==> src/p5if_pkg.sv <==
package p5if_pkg;
	// Local clock and interface clock rates
	localparam real REF_CLK_MHZ    = 200.0;
	localparam real MII_FAST_MHZ   = 25.0;
	localparam real MII_SLOW_MHZ   = 2.5;
	localparam real RMII_REF_MHZ   = 50.0;
	// Half periods of generated clocks, in ref_clk cycles
	localparam int  MII_FAST_HALF  = $rtoi(REF_CLK_MHZ / (2.0 * MII_FAST_MHZ));
	localparam int  MII_SLOW_HALF  = $rtoi(REF_CLK_MHZ / (2.0 * MII_SLOW_MHZ));
	localparam int  RMII_HALF      = $rtoi(REF_CLK_MHZ / (2.0 * RMII_REF_MHZ));
	localparam int  DIV_W          = 7;
	// 10 Mbit/s RMII repeats each dibit for this many reference clocks
	localparam int  RMII_SLOW_REP  = 10;
	localparam int  REP_W          = 4;
	localparam int  CLK_PRESENT_N  = 8;
	localparam int  STRAP_SETTLE   = 3;
	localparam int  CNT_W          = 4;
	localparam int  FIFO_DEPTH     = 8;
	localparam int  WORD_W         = 5;
	localparam int  SYNC_W         = 14;

	typedef enum logic [1:0] {
		p5if_mii_phy,
		p5if_mii_mac,
		p5if_rmii_clk,
		p5if_rmii_norm
	} p5if_mode_t;

	typedef enum logic [1:0] {
		p5if_st_cfg,
		p5if_st_clk,
		p5if_st_run
	} p5if_state_t;
endpackage

==> src/p5if_fifo.sv <==
`timescale 1ns/100ps
module p5if_fifo #(
	parameter int W = 5,
	parameter int D = 8
) (
	input  wire logic         ref_clk,
	input  wire logic         rst_n,
	input  wire logic [W-1:0] in_data,
	input  wire logic         in_valid,
	output logic              in_ready,
	output logic      [W-1:0] out_data,
	output logic              out_valid,
	input  wire logic         out_ready
);
	localparam int AW = $clog2(D);

	logic [W-1:0]  mem [D];
	logic [AW-1:0] wr_ptr;
	logic [AW-1:0] rd_ptr;
	logic [AW:0]   count;
	logic [AW:0]   next_count;
	logic          push;
	logic          pop;

	assign push       = in_valid && in_ready;
	assign pop        = out_valid && out_ready;
	assign out_valid  = count != '0;
	assign out_data   = mem[rd_ptr];
	assign next_count = count + (AW+1)'(push) - (AW+1)'(pop);

	always_ff @(posedge ref_clk) begin
		if (push) begin
			mem[wr_ptr] <= in_data;
		end
	end

	always_ff @(posedge ref_clk or negedge rst_n) begin
		if (!rst_n) begin
			wr_ptr   <= '0;
			rd_ptr   <= '0;
			count    <= '0;
			in_ready <= 1'b0;
		end else begin
			if (push) begin
				wr_ptr <= (wr_ptr == AW'(D - 1)) ? '0 : wr_ptr + 1'b1;
			end
			if (pop) begin
				rd_ptr <= (rd_ptr == AW'(D - 1)) ? '0 : rd_ptr + 1'b1;
			end
			count    <= next_count;
			// Registered so the ready seen by the source has no comb path
			in_ready <= next_count != (AW+1)'(D);
		end
	end
endmodule

==> src/p5if_port5.sv <==
`timescale 1ns/100ps
// Overview of operation
// - MII role (PHY-like or MAC-like) comes from a strap caught at configuration.
// - PHY-like: tx pins are inputs; clocks, collision, carrier, rx pins driven.
// - MAC-like: rx pins feed the PHY; clocks, collision, carrier, tx pins are inputs.
// - MII moves one unencoded nibble per clock each way.
// - Each direction carries a valid qualifier; the error indicator goes both ways in MII, ingress only in RMII.
// - Half duplex: collision asserted when transmit and receive overlap.
// - RMII supports both 10 and 100 Mbit/s.
// - RMII uses two-bit paths each way on one shared reference clock.
// - Clock mode: 50 MHz reference generated and driven on the rx clock pin.
// - Normal mode: reference arrives on tx clock pin; operation waits for it.
// - A strap selects device clock source: reference input or 25 MHz crystal.
// - RMII clock or normal mode chosen by strap or configuration bit 7.
// - RMII has no role selection; wiring alone sets the cross-connection.
// - Facing a PHY in RMII, tx pins take PHY outputs, rx pins drive PHY inputs.
// - MII clocks run at 2.5 MHz for 10 and 25 MHz for 100 Mbit/s.
module p5if_port5 (
	input  wire logic       ref_clk,
	input  wire logic       rst_n,
	input  wire logic       role_select_strap,
	input  wire logic       clock_mode_strap,
	input  wire logic       clock_source_strap,
	input  wire logic       rmii_select_strap,
	input  wire logic       clock_mode_reg_bit,
	input  wire logic       clock_mode_reg_valid,
	input  wire logic       speed_100,
	input  wire logic       half_duplex,
	input  wire logic       port5_tx_enable_pin,
	input  wire logic       port5_tx_error_pin,
	input  wire logic [3:0] port5_tx_data_pins,
	input  wire logic       port5_tx_clock_pin_in,
	output logic            port5_tx_clock_pin_out,
	output logic            port5_tx_clock_pin_oe,
	input  wire logic       port5_rx_clock_pin_in,
	output logic            port5_rx_clock_pin_out,
	output logic            port5_rx_clock_pin_oe,
	input  wire logic       port5_collision_pin_in,
	output logic            port5_collision_pin_out,
	output logic            port5_collision_pin_oe,
	input  wire logic       port5_carrier_pin_in,
	output logic            port5_carrier_pin_out,
	output logic            port5_carrier_pin_oe,
	output logic            port5_rx_valid_pin,
	output logic            port5_rx_error_pin,
	output logic      [3:0] port5_rx_data_pins,
	input  wire logic [3:0] egress_data,
	input  wire logic       egress_error,
	input  wire logic       egress_valid,
	output logic            egress_ready,
	output logic      [3:0] ingress_data,
	output logic            ingress_error,
	output logic            ingress_valid,
	output logic            carrier_seen,
	output logic            collision_seen,
	output logic            link_clock_present,
	output logic            clock_source_ref_input
);
	logic [p5if_pkg::SYNC_W-1:0] sync_q;
	logic                        s_role, s_clkmode, s_src, s_rmii;
	logic                        s_col, s_crs, s_rxclk, s_txclk, s_txer, s_txen;
	logic [3:0]                  s_txd;
	p5if_pkg::p5if_state_t       state;
	p5if_pkg::p5if_mode_t        mode;
	logic [p5if_pkg::CNT_W-1:0]  cnt;
	logic                        cfg_mac, cfg_rmii, cfg_clkmode;
	logic                        txclk_d, rxclk_d;
	logic                        txclk_rise, rxclk_rise;
	logic [p5if_pkg::DIV_W-1:0]  div_cnt;
	logic [p5if_pkg::DIV_W-1:0]  half;
	logic                        gclk, next_gclk, gen_on, gen_rise;
	logic [p5if_pkg::REP_W-1:0]  lrep, srep;
	logic                        launch, sample, out_ph, in_ph;
	logic [1:0]                  in_low;
	logic [p5if_pkg::WORD_W-1:0] fifo_word;
	logic                        fifo_valid, pop;

	function automatic p5if_pkg::p5if_mode_t p5if_decode(input logic rmii,
		input logic mac, input logic clkmode);
		if (rmii) begin
			return clkmode ? p5if_pkg::p5if_rmii_clk : p5if_pkg::p5if_rmii_norm;
		end
		return mac ? p5if_pkg::p5if_mii_mac : p5if_pkg::p5if_mii_phy;
	endfunction

	function automatic logic p5if_is_gen(input p5if_pkg::p5if_mode_t m);
		return m == p5if_pkg::p5if_mii_phy || m == p5if_pkg::p5if_rmii_clk;
	endfunction

	p5if_sync #(
		.W (p5if_pkg::SYNC_W)
	) u_sync (
		.ref_clk (ref_clk),
		.rst_n   (rst_n),
		.d       ({role_select_strap, clock_mode_strap, clock_source_strap,
		           rmii_select_strap, port5_collision_pin_in, port5_carrier_pin_in,
		           port5_rx_clock_pin_in, port5_tx_clock_pin_in, port5_tx_error_pin,
		           port5_tx_enable_pin, port5_tx_data_pins}),
		.q       (sync_q)
	);

	assign {s_role, s_clkmode, s_src, s_rmii, s_col, s_crs, s_rxclk, s_txclk,
		s_txer, s_txen, s_txd} = sync_q;

	p5if_fifo #(
		.W (p5if_pkg::WORD_W),
		.D (p5if_pkg::FIFO_DEPTH)
	) u_fifo (
		.ref_clk   (ref_clk),
		.rst_n     (rst_n),
		.in_data   ({egress_error, egress_data}),
		.in_valid  (egress_valid),
		.in_ready  (egress_ready),
		.out_data  (fifo_word),
		.out_valid (fifo_valid),
		.out_ready (pop)
	);

	assign mode = p5if_decode(cfg_rmii, cfg_mac, cfg_clkmode);

	// Configuration, clock wait, run
	always_ff @(posedge ref_clk or negedge rst_n) begin
		if (!rst_n) begin
			state       <= p5if_pkg::p5if_st_cfg;
			cnt         <= '0;
			cfg_mac     <= 1'b0;
			cfg_rmii    <= 1'b0;
			cfg_clkmode <= 1'b0;
		end else begin
			case (state)
				p5if_pkg::p5if_st_cfg: begin
					cnt <= cnt + 1'b1;
					if (cnt == p5if_pkg::CNT_W'(p5if_pkg::STRAP_SETTLE)) begin
						cfg_mac     <= s_role;
						cfg_rmii    <= s_rmii;
						cfg_clkmode <= clock_mode_reg_valid ? clock_mode_reg_bit : s_clkmode;
						cnt         <= '0;
						state       <= p5if_pkg::p5if_st_clk;
					end
				end
				p5if_pkg::p5if_st_clk: begin
					if (!cfg_rmii || cfg_clkmode) begin
						state <= p5if_pkg::p5if_st_run;
					end else if (txclk_rise) begin
						cnt <= cnt + 1'b1;
						if (cnt == p5if_pkg::CNT_W'(p5if_pkg::CLK_PRESENT_N - 1)) begin
							state <= p5if_pkg::p5if_st_run;
						end
					end
				end
				p5if_pkg::p5if_st_run: begin
					state <= p5if_pkg::p5if_st_run;
				end
				default: begin
					state <= p5if_pkg::p5if_st_cfg;
				end
			endcase
		end
	end

	always_ff @(posedge ref_clk or negedge rst_n) begin
		if (!rst_n) begin
			clock_source_ref_input <= 1'b0;
			link_clock_present     <= 1'b0;
		end else begin
			if (state == p5if_pkg::p5if_st_cfg && cnt == p5if_pkg::CNT_W'(p5if_pkg::STRAP_SETTLE)) begin
				clock_source_ref_input <= s_src;
			end
			link_clock_present <= state == p5if_pkg::p5if_st_run;
		end
	end

	// Edges of incoming clocks, read only after the second sync stage
	always_ff @(posedge ref_clk or negedge rst_n) begin
		if (!rst_n) begin
			txclk_d <= 1'b0;
			rxclk_d <= 1'b0;
		end else begin
			txclk_d <= s_txclk;
			rxclk_d <= s_rxclk;
		end
	end
	assign txclk_rise = s_txclk && !txclk_d;
	assign rxclk_rise = s_rxclk && !rxclk_d;

	// MII half period by speed; 50 MHz in RMII
	assign half      = cfg_rmii ? p5if_pkg::DIV_W'(p5if_pkg::RMII_HALF) :
		speed_100 ? p5if_pkg::DIV_W'(p5if_pkg::MII_FAST_HALF) :
		p5if_pkg::DIV_W'(p5if_pkg::MII_SLOW_HALF);
	assign gen_on    = state != p5if_pkg::p5if_st_cfg && p5if_is_gen(mode);
	assign gen_rise  = gen_on && !gclk && div_cnt == half - 1'b1;
	assign next_gclk = !gen_on ? 1'b0 : (div_cnt == half - 1'b1) ? !gclk : gclk;

	always_ff @(posedge ref_clk or negedge rst_n) begin
		if (!rst_n) begin
			div_cnt                <= '0;
			gclk                   <= 1'b0;
			port5_tx_clock_pin_out <= 1'b0;
			port5_rx_clock_pin_out <= 1'b0;
		end else begin
			div_cnt                <= (!gen_on || div_cnt == half - 1'b1) ? '0 : div_cnt + 1'b1;
			gclk                   <= next_gclk;
			port5_tx_clock_pin_out <= next_gclk && mode == p5if_pkg::p5if_mii_phy;
			port5_rx_clock_pin_out <= next_gclk;
		end
	end

	// PHY-like drives clocks and status; RMII clock mode drives the rx clock pin; else inputs
	always_ff @(posedge ref_clk or negedge rst_n) begin
		if (!rst_n) begin
			port5_tx_clock_pin_oe  <= 1'b0;
			port5_rx_clock_pin_oe  <= 1'b0;
			port5_collision_pin_oe <= 1'b0;
			port5_carrier_pin_oe   <= 1'b0;
		end else begin
			port5_tx_clock_pin_oe  <= state != p5if_pkg::p5if_st_cfg && mode == p5if_pkg::p5if_mii_phy;
			port5_rx_clock_pin_oe  <= gen_on;
			port5_collision_pin_oe <= state != p5if_pkg::p5if_st_cfg && mode == p5if_pkg::p5if_mii_phy;
			port5_carrier_pin_oe   <= state != p5if_pkg::p5if_st_cfg && mode == p5if_pkg::p5if_mii_phy;
		end
	end

	// one transfer per rising edge; 10 Mbit/s RMII repeats
	always_comb begin
		launch = 1'b0;
		sample = 1'b0;
		if (state == p5if_pkg::p5if_st_run) begin
			launch = gen_on ? gen_rise : (mode == p5if_pkg::p5if_mii_mac) ? rxclk_rise : txclk_rise;
			sample = gen_on ? gen_rise : txclk_rise;
		end
		if (cfg_rmii && !speed_100) begin
			launch = launch && lrep == '0;
			sample = sample && srep == '0;
		end
	end

	always_ff @(posedge ref_clk or negedge rst_n) begin
		if (!rst_n) begin
			lrep <= '0;
			srep <= '0;
		end else begin
			if (launch || (lrep != '0 && (gen_on ? gen_rise : txclk_rise))) begin
				lrep <= (lrep == p5if_pkg::REP_W'(p5if_pkg::RMII_SLOW_REP - 1)) ? '0 : lrep + 1'b1;
			end
			if (sample || (srep != '0 && (gen_on ? gen_rise : txclk_rise))) begin
				srep <= (srep == p5if_pkg::REP_W'(p5if_pkg::RMII_SLOW_REP - 1)) ? '0 : srep + 1'b1;
			end
		end
	end

	// RMII sends the low dibit first, pops after the high one
	assign pop = launch && fifo_valid && (!cfg_rmii || out_ph);

	always_ff @(posedge ref_clk or negedge rst_n) begin
		if (!rst_n) begin
			port5_rx_valid_pin <= 1'b0;
			port5_rx_error_pin <= 1'b0;
			port5_rx_data_pins <= '0;
			out_ph             <= 1'b0;
		end else if (state != p5if_pkg::p5if_st_run) begin
			port5_rx_valid_pin <= 1'b0;
			port5_rx_error_pin <= 1'b0;
			port5_rx_data_pins <= '0;
			out_ph             <= 1'b0;
		end else if (launch) begin
			// nibble or dibit per clock; valid qualifies it, error only in MII
			port5_rx_valid_pin <= fifo_valid;
			port5_rx_error_pin <= fifo_valid && !cfg_rmii && fifo_word[4];
			if (!fifo_valid) begin
				port5_rx_data_pins <= '0;
				out_ph             <= 1'b0;
			end else if (!cfg_rmii) begin
				port5_rx_data_pins <= fifo_word[3:0];
			end else begin
				// dibits drive the PHY transmit inputs
				port5_rx_data_pins <= {2'h0, out_ph ? fifo_word[3:2] : fifo_word[1:0]};
				out_ph             <= !out_ph;
			end
		end
	end

	// Ingress: sampled partner data toward the switch
	always_ff @(posedge ref_clk or negedge rst_n) begin
		if (!rst_n) begin
			ingress_data  <= '0;
			ingress_error <= 1'b0;
			ingress_valid <= 1'b0;
			in_ph         <= 1'b0;
			in_low        <= '0;
		end else begin
			ingress_valid <= 1'b0;
			if (sample) begin
				if (!s_txen) begin
					in_ph <= 1'b0;
				end else if (!cfg_rmii) begin
					ingress_data  <= s_txd;
					ingress_error <= s_txer;
					ingress_valid <= 1'b1;
				end else if (!in_ph) begin
					in_low <= s_txd[1:0];
					in_ph  <= 1'b1;
				end else begin
					ingress_data  <= {s_txd[1:0], in_low};
					ingress_error <= s_txer;
					ingress_valid <= 1'b1;
					in_ph         <= 1'b0;
				end
			end
		end
	end

	// collision when both directions active in half duplex
	always_ff @(posedge ref_clk or negedge rst_n) begin
		if (!rst_n) begin
			port5_carrier_pin_out   <= 1'b0;
			port5_collision_pin_out <= 1'b0;
			carrier_seen            <= 1'b0;
			collision_seen          <= 1'b0;
		end else begin
			port5_carrier_pin_out   <= s_txen || port5_rx_valid_pin;
			port5_collision_pin_out <= half_duplex && s_txen && port5_rx_valid_pin;
			if (mode == p5if_pkg::p5if_mii_mac) begin
				carrier_seen   <= s_crs;
				collision_seen <= s_col;
			end else begin
				carrier_seen   <= s_txen || port5_rx_valid_pin;
				collision_seen <= half_duplex && s_txen && port5_rx_valid_pin;
			end
		end
	end
endmodule

==> src/p5if_sync.sv <==
`timescale 1ns/100ps
module p5if_sync #(
	parameter int W = 1
) (
	input  wire logic         ref_clk,
	input  wire logic         rst_n,
	input  wire logic [W-1:0] d,
	output logic      [W-1:0] q
);
	logic [W-1:0] meta;

	always_ff @(posedge ref_clk or negedge rst_n) begin
		if (!rst_n) begin
			meta <= '0;
			q    <= '0;
		end else begin
			meta <= d;
			q    <= meta;
		end
	end
endmodule
==> config.mk <==
export PLATFORM = sky130hd
export DESIGN_NAME = p5if_port5
export DESIGN_NICKNAME = d
export VERILOG_FILES = /design/src/p5if_pkg.sv /design/src/p5if_fifo.sv /design/src/p5if_port5.sv /design/src/p5if_sync.sv
export SDC_FILE = /design/constraint.sdc
export NUM_CORES = 1
export LEC_CHECK = 0
export BUFFER_PORTS_ARGS = -buffer_cell sky130_fd_sc_hd__buf_2
export CAP_MARGIN = 5
export CORE_MARGIN = 4
export CORE_UTILIZATION = 63
export DETAILED_ROUTE_END_ITERATION = 8
export PLACE_DENSITY_LB_ADDON = 0.25
export SYNTH_ARGS = -nofsm -noshare
export SYNTH_HDL_FRONTEND = slang
export SYNTH_SLANG_ARGS = --single-unit
==> constraint.sdc <==
create_clock -name ref_clk -period 9.4 [get_ports ref_clk]
set_clock_uncertainty 0.2 [all_clocks]
set_input_delay 0.47 -clock ref_clk [delete_from_list [all_inputs] [get_ports ref_clk]]
set_output_delay 0.47 -clock ref_clk [all_outputs]
set_load 0.03 [all_outputs]
; ---- Word level (Yosys, flattened, before mapping)
; Memories as Yosys holds them, arrays and structs flattened.
; Index checks and enable logic that the tools add are counted.
[totals]
latch_bits = 0
in_bits = 26
mem_bits_ro = 0
elab_cells = 178
reg_bits = 91
mem_bits_rw = 40
output_inout_bits = 25
mem_count = 1
[memory_table]
columns = memory, words, word_bits, read_ports, rd_ports_with_merged_regs, wr, line
row1 = u_fifo.mem, 8, 5, 1, 0, 1, p5if_fifo.sv:17  ; logic [W-1:0] mem [D];
[op_classes]
addsub = 9
n_mul = 0
reduce_logical = 52
n_eq_ne = 21
muxes = 59
n_shift = 0
n_bitwise = 1
div = 0
magnitude_cmp = 0
[op_table]
columns = op, n
row1 = two-way mux 4 bit, 11
row2 = two-way mux 1 bit, 34
row3 = logical AND 1 bit, 21
row4 = two-way mux 2 bit, 7
row5 = adder 4 x 1 -> 4 bit (second input constant), 3
row6 = two-way mux 6 bit, 2
row7 = nonzero test 4 bit, 3
row8 = != test 2 bit (second input constant), 5
row9 = AND reduction 3 bit, 3
row10 = == test 4 bit (second input constant), 2
row11 = logical NOT 4 bit, 2
row12 = one-hot mux 4 bit (2 select lines), 1
row13 = adder 7 x 1 -> 7 bit (second input constant), 1
row14 = == test 7 bit, 1
row15 = logical NOT 1 bit, 7
row16 = logical OR 1 bit, 7
row17 = two-way mux 7 bit, 1
row18 = subtractor 6 x 1 -> 7 bit (second input constant), 1
row19 = adder 3 x 1 -> 3 bit (second input constant), 2
row20 = == test 3 bit (second input constant), 2
row21 = two-way mux 3 bit, 2
row22 = != test 3 bit (second input constant), 2
row23 = one-hot mux 2 bit (3 select lines), 1
row24 = AND reduction 2 bit, 3
row25 = 13 further kinds, 18

; ---- Depth between registers and ports, before layout
; Gate-level depths: netlist of run 1.
[logic_depth]
ltp_word = 17
depth_mapped = 15
ltp_nobuf = 14

; ---- Modules after synthesis
; A second synthesis of run 1 with hierarchy kept.
[unflattened]
cells_unflattened = 375
hier_area_um2 = 5407.7
[by_module_without_submodules]
columns = module, area_per_inst_um2, seq_area_each_um2, instances, cells_each
row1 = p5if_port5, 2526.2, 1301.2, 1, 227
row2 = p5if_fifo, 2180.8, 1476.4, 1, 120
row3 = p5if_sync, 700.7, 700.7, 1, 28

; ---- Least setup slack after synthesis of run 1
; Ideal clock, no wire load.
[synth_timing]
path_kind = register to register
startpoint = reg state[0]
endpoint = reg u_fifo.in_ready
required_ns = 9.061
stages_incl_launch_ff = 15
setup_ns = 0.139
period_less_slack_ns = 3.529
t_arrival_ns = 3.190
n_path_buf = 1
path_slack_ns = 5.871
path_cell_list = dfrtp_1 -> inv_1 -> ha_1 -> or3_1 -> buf_6 -> a21oi_2 -> nand4b_1 -> inv_2 -> ha_1 -> inv_1 -> ha_1 -> inv_1 -> fa_1 -> inv_1 -> or4b_1
[synth_between]
elab_chain_cells = 13
elab_cells_between_ends = 14
classes_between = 1 x add/sub / 2 x eq/ne / 3 x mux / 8 x reduce/logical
[synth_rtl]
columns = element, line
row1 = "start, declared", p5if_port5.sv:63  ; p5if_pkg::p5if_state_t state;
row2 = "start signal, assigned", p5if_port5.sv:124  ; state <= p5if_pkg::p5if_st_cfg;
row3 = "start signal, assigned", p5if_port5.sv:138  ; state <= p5if_pkg::p5if_st_clk;
row4 = "start signal, assigned", p5if_port5.sv:143  ; state <= p5if_pkg::p5if_st_run;
row5 = nonzero test 2 bit, p5if_port5.sv:190  ; assign gen_on = state != p5if_pkg::p5if_st_cfg && p5if_is_gen(mode);
row6 = logical AND 1 bit, p5if_port5.sv:190
row7 = logical AND 1 bit (2 in series), p5if_port5.sv:191  ; assign gen_rise = gen_on && !gclk && div_cnt == half - 1'b1;
row8 = two-way mux 1 bit, p5if_port5.sv:228  ; launch = gen_on ? gen_rise : (mode == p5if_pkg::p5if_mii_mac) ? rxclk_rise : txclk_rise;
row9 = two-way mux 1 bit (*), p5if_port5.sv:227  ; if (state == p5if_pkg::p5if_st_run) begin
row10 = logical AND 1 bit, p5if_port5.sv:232  ; launch = launch && lrep == '0;
row11 = two-way mux 1 bit (*), p5if_port5.sv:231  ; if (cfg_rmii && !speed_100) begin
row12 = logical AND 1 bit (*) (2 in series), p5if_port5.sv:252  ; assign pop = launch && fifo_valid && (!cfg_rmii || out_ph);
row13 = logical AND 1 bit (*), p5if_fifo.sv:26  ; assign pop = out_valid && out_ready;
row14 = named net u_fifo.pop, p5if_fifo.sv:23  ; logic pop;
row15 = subtractor 4 x 1 -> 4 bit (*), p5if_fifo.sv:29  ; assign next_count = count + (AW+1)'(push) - (AW+1)'(pop);
row16 = named net u_fifo.next_count[1], p5if_fifo.sv:21  ; logic [AW:0] next_count;
row17 = != test 4 bit (*), p5if_fifo.sv:52  ; in_ready <= next_count != (AW+1)'(D);
row18 = "end signal, assigned", p5if_fifo.sv:52
row19 = "end, declared", p5if_fifo.sv:10  ; output logic in_ready,
; The timed path passes the listed nets; every way through them passes the cells marked *.
; A chain may end at the register's enable or synchronous reset.

; ---- Worst setup path after layout of run 1
[layout_timing]
startpoint = reg cfg_rmii
endpoint = reg u_fifo.in_ready
[layout_between]
elab_chain_cells = 16
elab_cells_between_ends = 25
classes_between = 2 x add/sub / 4 x eq/ne / 7 x mux / 12 x reduce/logical
[layout_rtl]
columns = element, line
row1 = "start, declared", p5if_port5.sv:66  ; logic cfg_mac, cfg_rmii, cfg_clkmode;
row2 = "start signal, assigned", p5if_port5.sv:135  ; cfg_rmii <= s_rmii;
row3 = branches (longest 12 deep; another with subtractor 6 x 1 -> 7 bit), -
row4 = logical AND 1 bit (*), p5if_port5.sv:252
row5 = logical AND 1 bit (*), p5if_fifo.sv:26
row6 = named net u_fifo.pop, p5if_fifo.sv:23
row7 = subtractor 4 x 1 -> 4 bit (*), p5if_fifo.sv:29
row8 = named net u_fifo.next_count[1], p5if_fifo.sv:21
row9 = != test 4 bit (*), p5if_fifo.sv:52
; Mark *: on every way through the listed nets, which the timed path passes.

==> metrics.txt, run 1 <==
status=finished, final reports clean; worst setup path startpoint=cfg_rmii; final setup fails=0; nets@finish=476; setup slack, reg-to-reg=5.19 ns; RSZ-0062 raised after global routing=false; R2R Path End=u_fifo.in_ready; Slew headroom=31.8%; Setup TNS=0 ns; Die Area=0.0101 sq mm; area delta synth->final=20.2%; slowest CP cell=dfrtp_1; CP dominant cell by count=inv_1; Sink Count=131; worst path arrival time=4.38 ns; CTS tree=yes; commonest cells in the netlist=91 x dfrtp_1, 40 x edfxtp_1, 22 x nor2_1; most frequent cell after synthesis=dfrtp_1; Hold Path End=u_fifo.mem[5][3]; final design utilization=78.4%; Main synth FF type=dfrtp_1; worst r2r src=cfg_rmii; Die Ht=100 um; Reg clk slew, reported paths=0.06 ns; R2R depth=12; worst path required time=9.58 ns; PostCTS Resize Cnt=0; width of the die=100 um; worst-margin pin slew=1.02 ns; period utilisation layout=44.7%; Pre-Repair DR Iteration Count=4; worst hold slack=0.0251 ns; HPWL Detailed=6620 um; syn avg cell area=15.0 sq um; GRT Resource Usage Total=23.9%; Vias=3181; antenna cells=0; post-route ant nets=0; CTS Buf Count=17; Yosys warning count=0; clk buf depth=2; Rows=33; area post-placement=0.00572 sq mm; synthesized flop and latch total=131; clk_lat worst skew=0.52 ns; critical path endpoint category=register; clk root buf=clkbuf_8; pwr dens=346 mW/mm^2; sequential fraction of the synthesis area=64.6%; highest clock rate=238 MHz; Synth Net Count=399; largest net degree at the start of global routing=57; CP Class=reg -> reg; vias in the first global route=3476; VDD IR-drop max=0.236 mV; Placed Instances=506; startpoint class of the critical path=register; crit-path cells=nor4b_2 -> o311ai_4 -> o21ai_2 -> nand4b_1 -> inv_2 -> ha_1 -> inv_1 -> ha_1 -> inv_1 -> fa_1 -> inv_1 -> or4b_1; grt ovf=0; EDFF count, synth=40; Synth Instances=358; WL final=10900 um; Synth Cell Area=0.00538 sq mm; leading area contributor after synthesis=dfrtp_1; max_cap viols=0; wire length per cell=19.6 um; Crit Path Max Fanout=20; I/O pin cnt=51; layout cells sized above 1=27.9%; DR DRC count=0; GP Congestion=0.804; port buffer count=50; Min Clock Period, post-route=4.21 ns; core area=0.00826 sq mm; final hold violations=0; DR iter-0 viols=128; leakage power=2.82 nW; Post-synth ARST share=69.5%; final instance area=0.00647 sq mm; Cell Count, Final, Fillers Out=553; worst slack, placed=5.33 ns; HP Start=egress_data[3]; crit-path max cell delay=0.84 ns; synth top area cells=dfrtp_1 42%, edfxtp_1 22%, mux4_2 4.2%; initial antenna violation count=0; hold crit path type=in -> reg; H-tree depth=4; fin worst setup slack=5.19 ns; vias per inst=5.75; Tot Pwr=2.24 mW; global-route wire length before repair=17800 um; Starting Density=65.2%; Synth top area share=42.3%; unique cell type count in the Yosys netlist=59; Worst Hold Path Cells=1; Final Max Slew Viols=0
[where the power goes]
part | switching, mW | internal (mW)
registers | 0.146 | 0.725
clock network | 0.254 | 0.404
logic | 0.392 | 0.317
[sequential cells by signal, summed over array words and instances (netlist names), 2 cells and up]
register / count
u_fifo.mem: 40
u_sync.meta: 14
lrep: 4
u_fifo.count: 4
div_cnt: 7
u_fifo.rd_ptr: 3
port5_rx_data_pins: 4
u_sync.q: 14
cnt: 4
u_fifo.wr_ptr: 3
ingress_data: 4
state: 2
in_low: 2
srep: 4
[cell usage in the layout (no fill, tap or decap), types with 7 or more instances in the layout]
cell           synthesis  routed
xnor2_1                9       9
a21oi_1                9       9
mux4_2                10      10
nor2_1                22      22
mux2_2                11      11
clkbuf_16              0      16
inv_1                 17      17
edfxtp_1              40      40
nor3_1                 7       7
dfrtp_1               91      91
dlygate4sd3_1          0      15
ha_1                  14      14
mux2_1                15      15
nand2b_1               7       7
buf_2                  1      49
mux2i_1                7       7
nand2_1               14      14
[cells by family (layout without fill, tap and decap cells)]
kind of cell | Yosys count | after routing | synth area share (%)
buffers and inverters | 28 | 118 | 2.39
flip-flops | 131 | 131 | 64.6
AO/OA/AOI/OAI | 36 | 36 | 5.39
multiplexers | 48 | 48 | 12.3
adder cells (fa/ha/maj) | 15 | 15 | 3.63
XOR/XNOR | 13 | 13 | 2.12
AND/OR/NAND/NOR | 87 | 87 | 9.53
[worst max-delay path, delay by kind of cell (launching register included)]
kind                       cells  cell delay, ns
buffers and inverters          4            0.30
adders and majority gates      3            0.88
and+or+nand+nor                3            1.27
DFF                            1            0.84
AOI/OAI and AO/OA              2            0.54
[layout make-up]
type	count	area, sq um
inverter	19	71.3
clock inverter	12	141
sequential	131	3480
multi-input combinational	199	1780
tap	105	131
fill	469	1790
timing repair buffer	67	418
clock buffer	20	455
[how the worst max path moves through the flow]
stage / end / slack, ns
finish: u_fifo.in_ready / 5.19
global route: u_fifo.in_ready / 4.88
CTS: u_fifo.in_ready / 5.19
detailed placement: u_fifo.in_ready / 5.33
floorplan: u_fifo.in_ready / 5.87
global placement: u_fifo.in_ready / 5.45
[metal layers]
metal / wire, um / track usage (%) / share of wire [%] / vias to the layer above
li1: - / - / - / 1456
met1: 4450 / 31.9 / 41 / 1604
met2: 5590 / 39.0 / 51 / 107
met3: 634 / 4.66 / 5.8 / 14
met4: 182 / 9.84 / 1.7 / 0
met5: 0 / 0 / 0 / -
[repair_timing]
action	4_1_cts	5_1_grt
hold buffers	15	0
buffers inserted	0	0
endpoints found under the hold margin	49	0
Power figures use the tool's default switching activity.
==> run 2: changes to the inputs <==
--- a/config.mk
+++ b/config.mk
@@ -8,7 +8,7 @@
 export BUFFER_PORTS_ARGS = -buffer_cell sky130_fd_sc_hd__buf_2
 export CAP_MARGIN = 5
 export CORE_MARGIN = 4
-export CORE_UTILIZATION = 63
+export CORE_UTILIZATION = 59
 export DETAILED_ROUTE_END_ITERATION = 8
 export PLACE_DENSITY_LB_ADDON = 0.25
 export SYNTH_ARGS = -nofsm -noshare
==> constraint.sdc (replaced) <==
create_clock -name ref_clk -period 4.4 [get_ports ref_clk]
set_clock_uncertainty 0.2 [all_clocks]
set_input_delay 0.22 -clock ref_clk [delete_from_list [all_inputs] [get_ports ref_clk]]
set_output_delay 0.22 -clock ref_clk [all_outputs]
set_load 0.03 [all_outputs]
==> metrics.txt, run 2 (synthesized netlist as in run 1, its figures left out) <==
CP Class=reg -> reg (unchanged); Die Area=0.0107 sq mm (was 0.0101 sq mm); DR iter-0 viols=182 (was 128); antenna cells=0 (unchanged); Crit. path cell count=12 (unchanged); Regs by FF count=u_fifo.mem (40), u_sync.meta (14), u_sync.q (14) (unchanged); CP dominant cell by count=ha_1 (was inv_1); width of the die=104 um (was 100 um); Sink Count=131 (unchanged); commonest non-fill, non-tap cell in the layout=dfrtp_1 (unchanged); worst r2r src=cfg_rmii (unchanged); Crit Path Max Fanout=13 (was 20); initial antenna violation count=0 (unchanged); HPWL Detailed=6570 um (was 6620 um); Reg clk slew, reported paths=0.06 ns (about the same); CTS Buf Count=17 (unchanged); final setup fails=0 (unchanged); GP Congestion=0.790 (was 0.804); nets@finish=485 (was 476); Pre-Repair DR Iteration Count=4 (unchanged); worst-margin pin slew=0.966 ns (was 1.02 ns); setup slack, reg-to-reg=0.39 ns (was 5.19 ns); clk_lat worst skew=0.51 ns (was 0.52 ns); worst setup path startpoint=cfg_rmii (unchanged); layout cells sized above 1=27.6% (was 27.9%); pwr dens=727 mW/mm^2 (was 346 mW/mm^2); critical path endpoint category=register (unchanged); leakage power=2.85 nW (was 2.82 nW); wire length per cell=18.2 um (was 19.6 um); post-route ant nets=0 (unchanged); DR DRC count=0 (unchanged); Slew headroom=35.1% (was 31.8%); area delta synth->final=22.2% (was 20.2%); worst path arrival time=4.20 ns (was 4.38 ns); R2R Path End=u_fifo.in_ready (unchanged); core area=0.00881 sq mm (was 0.00826 sq mm); largest net degree at the start of global routing=56 (was 57); slowest CP cell=dfrtp_1 (unchanged); R2R depth=12 (unchanged); worst path required time=4.58 ns (was 9.58 ns); crit-path cells=nor2b_1 -> or3_1 -> a21oi_2 -> nand4b_1 -> inv_2 -> ha_1 -> inv_1 -> ha_1 -> a21o_1 -> a21oi_1 -> xor2_1 -> or4b_1 (was nor4b_2 -> o311ai_4 -> o21ai_2 -> nand4b_1 -> inv_2 -> ha_1 -> inv_1 -> ha_1 -> inv_1 -> fa_1 -> inv_1 -> or4b_1); period utilisation layout=91.2% (was 44.7%); port buffer count=50 (unchanged); status=finished, final reports clean (unchanged); sequential fraction of design power=38.4% (was 38.9%); Vias=3158 (was 3181); vias in the first global route=3414 (was 3476); Largest register FFs=40 (unchanged); Largest delay share family, worst path=simple AND/OR/NAND/NOR gates (unchanged); CTS tree=yes (unchanged); GRT Resource Usage Total=20.6% (was 23.9%); Final Max Slew Viols=0 (unchanged); Starting Density=61.1% (was 65.2%); Tot Pwr=4.78 mW (was 2.24 mW); clk buf depth=2 (unchanged); vias per inst=5.59 (was 5.75); final hold violations=0 (unchanged); Min Clock Period, post-route=4.01 ns (was 4.21 ns); Die Ht=104 um (was 100 um); grt ovf=0 (unchanged); RSZ-0062 raised after global routing=false (unchanged); Rows=34 (was 33); crit-path max cell delay=0.55 ns (was 0.84 ns); WL final=10300 um (was 10900 um); startpoint class of the critical path=register (unchanged); P_int=3.13 mW (was 1.45 mW); clk root buf=clkbuf_8 (unchanged); Switch Pwr=1.66 mW (was 0.792 mW); Buf/Inv on CP=2 (was 4); VDD IR-drop max=0.397 mV (was 0.236 mV); max_cap viols=0 (unchanged); crit path to=u_fifo.in_ready (unchanged); Reg with most FFs=u_fifo.mem (unchanged); Clk pwr share=29.6% (was 29.4%); hold crit path type=in -> reg (unchanged); I/O pin cnt=51 (unchanged); Net Sw Frac=34.7% (was 35.4%); Setup TNS=0 ns (unchanged); global-route wire length before repair=17300 um (was 17800 um); leading cell types in the layout, fill and taps excluded=91 x dfrtp_1, 49 x buf_2, 40 x edfxtp_1 (unchanged); H-tree depth=4 (unchanged); Combinational Power Share=31.9% (was 31.7%); highest clock rate=249 MHz (was 238 MHz)
run 2: cell count changes in the layout (fill, tap and decap cells not counted), sizes merged:
| cell | delta |
|---|---|
| buf | +1 |
| dlygate4sd3 | +8 |
| clkinv | +1 |
| inv | -3 |
| clkinvlp | +2 |
run 2: repair_timing:
item                                   in CTS  in global routing
setup endpoints to repair                   0                  0
hold buffers                               23                  0
setup buffers                               0                  0
endpoints found under the hold margin     111                  0
resized for setup                           0                  0
run 2: layout make-up:
cell class	instances	area, sq um
flip-flops and latches	131	3480
multi-input cells	199	1780
clock buffers	20	472
well taps	108	135
repair buffers	76	505
inverters	19	71.3
fillers	516	2230
clock inverters	12	141
run 2: through the flow:
step | setup slack (ns) | hold WS (ns) | area, sq um | utilization, % | cells
final | 0.386 | 0.0353 | 6580 | 74.7 | 565
after global routing | 0.220 | 0.0571 | 6580 | 74.7 | 565
after global placement | 0.582 | 0.107 | 5740 | 65.1 | 510
after detailed placement | 0.450 | 0.117 | 5740 | 65.1 | 510
after floorplan | 0.871 | -0.276 | 5380 | - | 358
after CTS | 0.378 | 0.00850 | 6580 | 74.7 | 565
run 2: tightest hold or removal path: stages:
cell and delay, ns:
buf_2 0.10, nand2_1 0.23, a21o_1 0.16
run 2: power by group through the flow:
stage                     logic [mW]  registers, mW  clock network [mW]
after floorplan                 1.11           1.86                   0
after global placement          1.42           1.83                   0
after detailed placement        1.50           1.85                   0
after CTS                       1.55           1.84                1.44
after global routing            1.67           1.88                1.50
final                           1.53           1.84                1.42
run 2: how the worst min path moves through the flow:
stage | startpoint | endpoint | slack (ns) | depth (start not counted)
final | egress_valid | u_fifo.wr_ptr[0] | 0.04 | 3
after global routing | egress_valid | u_fifo.wr_ptr[0] | 0.06 | 3
after CTS | egress_valid | u_fifo.wr_ptr[0] | 0.009 | 3
after detailed placement | rst_n | port5_collision_pin_out | 0.12 | 1
after global placement | rst_n | port5_collision_pin_out | 0.11 | 1
after floorplan | rst_n | carrier_seen | -0.28 | 0
run 2: layer usage:
metal  wire (um)  part of all wire [%]  up-vias  track usage (%)
met2        5270                    51       69             33.8
met3         367                   3.6        4             5.41
met4          62                  0.60        0             7.50
li1            -                     -     1467                -
met1        4570                    44     1618             26.9
met5           0                     0        -                0
